--- config.mk ---
export PLATFORM = sky130hd
export DESIGN_NAME = hmc_halt_ctrl
export DESIGN_NICKNAME = d
export VERILOG_FILES = /design/src/logic/hmc_pkg.sv /design/src/logic/hmc_halt_ctrl.sv
export SDC_FILE = /design/constraint.sdc
export NUM_CORES = 1
export LEC_CHECK = 0
export BUFFER_PORTS_ARGS = -buffer_cell sky130_fd_sc_hd__buf_2
export CORE_MARGIN = 2
export CORE_UTILIZATION = 43
export DETAILED_ROUTE_END_ITERATION = 8
export PLACE_DENSITY = 0.76
export SLEW_MARGIN = 30
export SYNTH_ARGS = -nofsm -noshare
export SYNTH_HDL_FRONTEND = slang
export SYNTH_SLANG_ARGS = --single-unit
--- constraint.sdc ---
create_clock -name i_clk -period 1.95 [get_ports i_clk]
set_input_delay 0.195 -clock i_clk [delete_from_list [all_inputs] [get_ports i_clk]]
set_output_delay 0.195 -clock i_clk [all_outputs]
set_load 0.01 [all_outputs]
--- src/logic/hmc_pkg.sv ---
// package for the halt mode clock gating controller
// assumes a single 20 MHz clock domain
`default_nettype none
package hmc_pkg;
  // cpu clock source encoding
  localparam logic [1:0] SRC_MAIN = 2'h0;
  localparam logic [1:0] SRC_RING = 2'h1;
  localparam logic [1:0] SRC_SUB  = 2'h2;
  // byte timer count clock select encoding
  localparam logic [1:0] TSEL_EXT   = 2'h0;
  localparam logic [1:0] TSEL_INT   = 2'h1;
  localparam logic [1:0] TSEL_CHAIN = 2'h2;
  // watch timer source select encoding
  localparam logic [1:0] WSEL_MAIN = 2'h0;
  localparam logic [1:0] WSEL_SUB  = 2'h1;
  localparam logic [1:0] WSEL_RING = 2'h2;
  localparam int PORT_W = 8;
  localparam logic [7:0] PORT_RST = 8'h00;

  typedef enum logic [1:0]
  {
    HMC_RUN  = 2'b01,
    HMC_HALT = 2'b10
  } hmc_state_t;
endpackage : hmc_pkg
`default_nettype wire

--- src/logic/hmc_halt_ctrl.sv ---
// halt mode controller: gates the cpu clock and qualifies timer clocks in halt
// assumes the cpu core issues a one-cycle halt strobe and a same-clock wake level
`timescale 1ns/1ns
`default_nettype none
module hmc_halt_ctrl
(
  input  wire logic                         i_clk,
  input  wire logic                         i_rst,
  input  wire logic                         i_halt_instr,
  input  wire logic                         i_wake,
  input  wire logic [1:0]                   i_cpu_clk_src,
  input  wire logic                         i_sub_clk_used,
  input  wire logic                         i_ring_stop_req,
  input  wire logic                         i_ring_stoppable_opt,
  input  wire logic [1:0]                   i_tmr0_sel,
  input  wire logic [1:0]                   i_tmr1_sel,
  input  wire logic [1:0]                   i_tmh0_sel,
  input  wire logic                         i_tmr0_running,
  input  wire logic [1:0]                   i_watch_sel,
  input  wire logic [hmc_pkg::PORT_W-1:0]   i_port_d,
  output logic                              o_cpu_clk_en,
  output logic                              o_halted,
  output logic [hmc_pkg::PORT_W-1:0]        o_port_q,
  output logic                              o_tmr16_en,
  output logic                              o_tmr0_en,
  output logic                              o_tmr1_en,
  output logic                              o_tmh0_en,
  output logic                              o_watch_en,
  output logic                              o_wdt_en,
  output logic                              o_ring_run
);

  // ***************************************************
  // state
  // ***************************************************
  hmc_pkg::hmc_state_t               state_q, state_d;
  logic [1:0]                        src_q, src_d;
  logic                              sub_q, sub_d;
  logic                              ring_run_q, ring_run_d;
  logic [hmc_pkg::PORT_W-1:0]        port_q, port_d;
  logic                              cpu_en_q, cpu_en_d;
  logic                              halted_q, halted_d;
  logic                              t16_q, t16_d;
  logic                              t0_q, t0_d;
  logic                              t1_q, t1_d;
  logic                              th_q, th_d;
  logic                              wt_q, wt_d;
  logic                              wd_q, wd_d;

  // ***************************************************
  // decode helpers
  // ***************************************************
  function automatic logic ext_ok(input logic [1:0] sel);
    ext_ok = (sel == hmc_pkg::TSEL_EXT);
  endfunction : ext_ok

  function automatic logic src_ok(input logic [1:0] src);
    src_ok = (src == hmc_pkg::SRC_MAIN) || (src == hmc_pkg::SRC_RING) ||
             (src == hmc_pkg::SRC_SUB);
  endfunction : src_ok

  function automatic logic watch_ok
  (
    input logic [1:0] src,
    input logic       sub,
    input logic [1:0] sel
  );
    if (src == hmc_pkg::SRC_RING)
    begin
      watch_ok = sub && (sel == hmc_pkg::WSEL_SUB);
    end
    else if (src == hmc_pkg::SRC_MAIN && !sub)
    begin
      watch_ok = (sel == hmc_pkg::WSEL_MAIN);
    end
    else
    begin
      // main with subclock, or cpu on subclock
      watch_ok = 1'b1;
    end
  endfunction : watch_ok

  // ***************************************************
  // next state
  // ***************************************************
  always_comb
  begin
    state_d    = state_q;
    src_d      = src_q;
    sub_d      = sub_q;
    port_d     = port_q;
    ring_run_d = ring_run_q;
    // ring can only stop when the option allows it
    if (state_q == hmc_pkg::HMC_RUN)
    begin
      ring_run_d = !(i_ring_stoppable_opt && i_ring_stop_req);
    end
    case (state_q)
      hmc_pkg::HMC_RUN:
      begin
        port_d = i_port_d;
        // any of the three cpu clock sources may enter halt
        if (i_halt_instr && src_ok(i_cpu_clk_src))
        begin
          state_d = hmc_pkg::HMC_HALT;
          src_d   = i_cpu_clk_src;
          sub_d   = i_sub_clk_used;
        end
      end
      hmc_pkg::HMC_HALT:
      begin
        // port latch frozen while halted
        port_d = port_q;
        if (i_wake)
        begin
          state_d = hmc_pkg::HMC_RUN;
        end
      end
      default:
      begin
        state_d = hmc_pkg::HMC_RUN;
      end
    endcase
  end

  // ***************************************************
  // clock qualification
  // ***************************************************
  always_comb
  begin
    logic halt_n;
    logic ring;
    halt_n = (state_d != hmc_pkg::HMC_HALT);
    ring   = (src_d == hmc_pkg::SRC_RING);
    cpu_en_d = halt_n;
    halted_d = !halt_n;
    if (halt_n)
    begin
      t16_d = 1'b1;
      t0_d  = 1'b1;
      t1_d  = 1'b1;
      th_d  = 1'b1;
      wt_d  = 1'b1;
    end
    else
    begin
      t16_d = (src_d == hmc_pkg::SRC_MAIN);
      t0_d  = !ring || ext_ok(i_tmr0_sel);
      t1_d  = !ring || ext_ok(i_tmr1_sel);
      th_d  = !ring || (i_tmh0_sel == hmc_pkg::TSEL_CHAIN && i_tmr0_running);
      wt_d  = watch_ok(src_d, sub_d, i_watch_sel);
    end
    // watchdog runs off the ring, which runs unless stopped by option
    wd_d = ring_run_d;
  end

  // ***************************************************
  // register stage
  // ***************************************************
  always_ff @(posedge i_clk)
  begin
    if (i_rst)
    begin
      state_q    <= hmc_pkg::HMC_RUN;
      src_q      <= hmc_pkg::SRC_MAIN;
      sub_q      <= 1'b0;
      ring_run_q <= 1'b1;
      port_q     <= hmc_pkg::PORT_RST;
      cpu_en_q   <= 1'b1;
      halted_q   <= 1'b0;
      t16_q      <= 1'b1;
      t0_q       <= 1'b1;
      t1_q       <= 1'b1;
      th_q       <= 1'b1;
      wt_q       <= 1'b1;
      wd_q       <= 1'b1;
    end
    else
    begin
      state_q    <= state_d;
      src_q      <= src_d;
      sub_q      <= sub_d;
      ring_run_q <= ring_run_d;
      port_q     <= port_d;
      cpu_en_q   <= cpu_en_d;
      halted_q   <= halted_d;
      t16_q      <= t16_d;
      t0_q       <= t0_d;
      t1_q       <= t1_d;
      th_q       <= th_d;
      wt_q       <= wt_d;
      wd_q       <= wd_d;
    end
  end

  // ***************************************************
  // outputs
  // ***************************************************
  assign o_cpu_clk_en = cpu_en_q;
  assign o_halted     = halted_q;
  assign o_port_q     = port_q;
  assign o_tmr16_en   = t16_q;
  assign o_tmr0_en    = t0_q;
  assign o_tmr1_en    = t1_q;
  assign o_tmh0_en    = th_q;
  assign o_watch_en   = wt_q;
  assign o_wdt_en     = wd_q;
  assign o_ring_run   = ring_run_q;

endmodule : hmc_halt_ctrl
`default_nettype wire

== Yosys cells after proc, flatten, opt, wreduce, memory -nomap -nowiden ==
Index checks and enable logic that the tools add are counted.

* Logic and storage cells: 49
* Bits of input ports: 26
* Bits in registers: 21
* Output and inout port bits: 17

* Muxes and demuxes: 9
* Reduce and logical (&&, ||, !) cells: 20
* Equal/unequal tests: 8

{| class="wikitable"
|+ Operators with widths
! operator !! number
|-
| logical NOT 2 bit || 5
|-
| == test 2 x 1 -> 1 bit, second input constant || 4
|-
| 2-to-1 mux 2 bit || 4
|-
| == test 2 bit, second input constant || 3
|-
| logical AND 1 bit || 5
|-
| logical OR 1 bit || 5
|-
| logical NOT 1 bit || 4
|-
| 2-to-1 mux 1 bit || 4
|-
| case mux 2 bit (2 select lines) || 1
|-
| != test 2 bit, second input constant || 1
|-
| OR reduction 2 bit || 1
|}

== Logic depth before layout (Yosys ltp) ==
* Depth after elaboration: 10
* Mapped depth: 7
* Gate-level depth less buffers: 6

== Worst setup path before layout ==
Ideal clock, no wire load.

* Path type: flip-flop to flip-flop
* Start point: register state_q[0]
* End point: register wt_q, in the netlist o_watch_en
* Data arrival time: 1.372 ns
* Cell stages (with the launch flop): 7
* Path buffers: 0
* Setup slack: 0.440 ns
* Period minus slack after synthesis: 1.510 ns
* Cell sequence: dfxtp_1 -> inv_1 -> ha_1 -> nor2_1 -> o21ai_1 -> nor4_4 -> o311ai_1

* Cells in the longest elaborated chain, start to end: 6

{| class="wikitable"
|+ Ends and longest elaborated chain
! what !! RTL line !! text
|-
| start: declaration || hmc_halt_ctrl.sv:36 || <nowiki>hmc_pkg::hmc_state_t state_q, state_d;</nowiki>
|-
| start signal: assignment || hmc_halt_ctrl.sv:164 || <nowiki>state_q <= hmc_pkg::HMC_RUN;</nowiki>
|-
| start signal: assignment || hmc_halt_ctrl.sv:180 || <nowiki>state_q <= state_d;</nowiki>
|-
| == test 2 x 1 -> 1 bit || hmc_halt_ctrl.sv:98 || <nowiki>case (state_q)</nowiki>
|-
| 2-to-1 mux 2 bit / 2-to-1 mux 1 bit (equally long branches) || hmc_halt_ctrl.sv:98 ||
|-
| logical NOT 2 bit / logical NOT 1 bit (equally long branches) || hmc_halt_ctrl.sv:72 || <nowiki>else if (src == hmc_pkg::SRC_MAIN && !sub)</nowiki>
|-
| logical AND 1 bit || hmc_halt_ctrl.sv:72 ||
|-
| 2-to-1 mux 1 bit || hmc_halt_ctrl.sv:72 ||
|-
| 2-to-1 mux 1 bit || hmc_halt_ctrl.sv:68 || <nowiki>if (src == hmc_pkg::SRC_RING)</nowiki>
|-
| end signal: assignment || hmc_halt_ctrl.sv:191 || <nowiki>wt_q <= wt_d;</nowiki>
|-
| end: declaration || hmc_halt_ctrl.sv:47 || <nowiki>logic wt_q, wt_d;</nowiki>
|}

Several ways; a longest one is shown, not always the timed one.
A chain may end at the register's enable or synchronous reset.

== Worst setup path in the final report ==
* Start point: register state_q[0]
* End point: register t1_q, in the netlist o_tmr1_en

* Cells in the longest elaborated chain, start to end: 5

{| class="wikitable"
|+ Ends and longest elaborated chain
! what !! RTL line !! text
|-
| branches (longest 5 deep; another with == test 2 bit) || - ||
|-
| end signal: assignment || hmc_halt_ctrl.sv:189 || <nowiki>t1_q <= t1_d;</nowiki>
|-
| end: declaration || hmc_halt_ctrl.sv:45 || <nowiki>logic t1_q, t1_d;</nowiki>
|}

Parallel ways; which one is timed is not known.

==> flow_summary.yaml <==
run_status:
  status: "complete, no violations"
grt:
  grt_max_degree: 15
  first_global_vias: 715
  overflow: 0
  grt_pass1_wl_microns: 2900
  grt_usage_pct: 15.9
  antenna_found_initial: 0
timing:
  slew_headroom_pct: 70.1
  skew_ps: 0.710
  tightest_slew_ps: 447
  hold_viol: 0
  rsz0062_at_grt: "false"
  fmax_ghz: 0.584
  finalSetupViolations: 0
  period_share_pct: 87.8
  setup_tns_ps: 0
  report.final.slew_viol_count: 0
  min_period_ps: 1710
power_and_ir_drop:
  cellPowerDensity_nw_per_um2: 1180
  peakVddDrop_mv: 0.705
  p_clk_share_pct: 15.8
  comb_power_share_pct: 41.1
  cellLeakagePower_nw: 0.543
  power_switching_share_pct: 35.7
  seq_power_share_pct: 43.2
  switching_power_w: 0.000463
  p_int_w: 0.000832
drt:
  drt-pass1-iter-count: 3
  wire_per_inst_microns: 11.0
  vias: 743
  initialDrtViolationCount: 8
  drtAntennaViolNets: 0
  routed_via_density: 4.82
  drt-total-wl_microns: 1690
  drc: 0
die:
  fp.dieH_microns: 48.4
  design.core.area_sq_um: 1900
  dieArea_sq_um: 2340
  ios: 43
  initial_core_util_pct: 44.5
  chipWidth_microns: 48.4
  rows: 16
clock_network:
  path_clk_slew_ps: 110
  cts_buffers: 3
  cts_tree: "built"
  cts.path.max_buffers: 2
  clk_latency_ps: 300
  cts_setup_buffers: 0
  ctsResizeCount: 0
  cts-root-buf: "clkbuf_4"
  htreeDepth: 1
  clock-sinks: 21
  holdBufCountCts: 0
critical_path:
  arrival_ps: 1890
  critical_path_class: "register to register"
  startpoint_type: "register"
  end_kind: "register"
  critical_path_depth: 5
  cp_num_buf_inv: 0
  critPathSlowestCell: "dfxtp_1"
  rr_worst_depth: 5
  critPathMaxStageDelay_ps: 390
  critPathMaxFanout: 10
  cp_top_family: "compound AO/OA/AOI/OAI gates"
  cp.required_ps: 2130
  path_cells: "ha_1, nand2_1, o22a_1, nor4_4, o211ai_1"
synth:
  yosys_register_bits: 21
  synth_fp_nets: 112
  synth_cells: 84
  avgSynthCellArea_sq_um: 10.1
  synth_area_sq_um: 847
  synth_cell_types: 26
  ys_warn_count: 0
  ys_seq_area_share_pct: 49.6
final_layout:
  utilization_pct: 57.6
  area_delta_synth_final_pct: 29.2
  num-nets-final: 156
  stdcell_area_sq_um: 1090
  drive_gt1_share_pct: 39.4
  diodes: 0
min_path:
  worstHoldPathCells: 2
  min_path_type: "input port to register"
placed_design:
  io_buffers: 42
  place_hpwl_microns: 1300
  place.gp.congestion: 0.772
  placed_cell_area_sq_um: 1070
job:
  drv_cap: 0
-- through the flow --
step / setup WS (ps) / power, W / hold WS [ps] / std cells
after floorplan: 440 / 0.000979 / 267 / 84
after global placement: 321 / 0.00109 / 400 / 150
after detailed placement: 240 / 0.00110 / 401 / 150
after CTS: 224 / 0.00131 / 67.7 / 154
after global routing: 37.6 / 0.00139 / 65.2 / 154
final: 239 / 0.00129 / 77.0 / 154
-- synth_stat cells --
library cell	n	area, sq um
dfxtp_1	21	420
nor2_1	12	45.0
mux2i_1	9	90.1
nand2_1	5	18.8
inv_1	4	15.0
nor2b_1	3	18.8
o211ai_1	3	22.5
o21ai_0	3	15.0
buf_4	2	15.0
ha_1	2	25.0
nand2b_1	2	12.5
nand3_1	2	10.0
o21ai_1	2	10.0
o22a_1	2	17.5
a21boi_1	1	7.51
a31oi_1	1	6.26
a32oi_1	1	8.76
and3_1	1	6.26
and3b_1	1	8.76
buf_6	1	11.3
clkbuf_1	1	3.75
nor3_2	1	10.0
nor4_4	1	21.3
o211ai_2	1	12.5
o311ai_1	1	8.76
or2_2	1	6.26
-- cell usage in the layout (no fill, tap or decap) --
cell | synthesis | layout
o22a_1 | 2 | 2
o211ai_1 | 3 | 3
a32oi_1 | 1 | 1
o21ai_0 | 3 | 3
nand3_1 | 2 | 2
buf_2 | 0 | 42
nor3_2 | 1 | 1
clkbuf_4 | 0 | 3
nor2b_1 | 3 | 3
ha_1 | 2 | 2
dfxtp_1 | 21 | 21
o21ai_1 | 2 | 2
and3_1 | 1 | 1
o211ai_2 | 1 | 1
mux2i_1 | 9 | 9
or2_2 | 1 | 1
nor4_4 | 1 | 1
clkbuf_1 | 1 | 1
nand2b_1 | 2 | 2
a21boi_1 | 1 | 1
inv_1 | 4 | 4
buf_4 | 2 | 1
a31oi_1 | 1 | 1
and3b_1 | 1 | 1
nand2_1 | 5 | 5
nor2_1 | 12 | 12
o311ai_1 | 1 | 1
-- power by group through the flow --
| stage | Sequential, W | Combinational, W | Clock (W) |
|---|---|---|---|
| after global routing | 0.000573 | 0.000588 | 0.000231 |
| after detailed placement | 0.000568 | 0.000533 | 0 |
| after global placement | 0.000565 | 0.000520 | 0 |
| after CTS | 0.000560 | 0.000538 | 0.000214 |
| final | 0.000559 | 0.000532 | 0.000204 |
| after floorplan | 0.000597 | 0.000382 | 0 |
-- state kept, by name (all words and copies together), names as in the netlist --
register	count
o_tmr1_en	1
o_port_q	8
o_tmh0_en	1
o_watch_en	1
o_halted	1
o_tmr16_en	1
src_q	2
o_wdt_en	1
o_tmr0_en	1
state_q	2
sub_q	1
o_cpu_clk_en	1
-- cells by family (layout without fill, tap and decap cells) --
| family | after synthesis | count (layout) | share of synthesized area, % |
|---|---|---|---|
| simple gates | 29 | 29 | 18.6 |
| flops | 21 | 21 | 49.6 |
| compound gates | 15 | 15 | 12.9 |
| mux | 9 | 9 | 10.6 |
| buf+inv | 8 | 51 | 5.32 |
| fa+ha+maj | 2 | 2 | 2.95 |
-- final cells by class --
class	instances	area, sq um
clock buffer	4	26.3
sequential	21	420
multi-input combinational	55	382
fill	192	807
timing repair buffer	43	218
tap	27	33.8
inverter	4	15.0
-- per-layer routing --
metal  global-route usage [%]  part of all wire, %  wire length (microns)  vias up
li1                         -                    -                      -      374
met5                        0                    0                      0        -
met3                     4.32                   10                    174        4
met1                     17.8                   43                    733      328
met2                     27.3                   45                    759       37
met4                     8.57                  1.6                     27        0
-- path summary, 6_finish.rpt --
| kind | from | end | slack, ps |
|---|---|---|---|
| hold / removal | i_tmr0_sel[0] | o_tmr0_en$_SDFF_PP1_ | 80 |
| setup reg to reg | state_q[0]$_SDFF_PP1_ | o_tmr1_en$_SDFF_PP1_ | 240 |
| setup / recovery | state_q[0]$_SDFF_PP1_ | o_tmr1_en$_SDFF_PP1_ | 240 |
| hold reg to reg | o_port_q[7]$_SDFFE_PP0P_ | o_port_q[7]$_SDFFE_PP0P_ | 500 |
(Power assumes the default switching activity.)
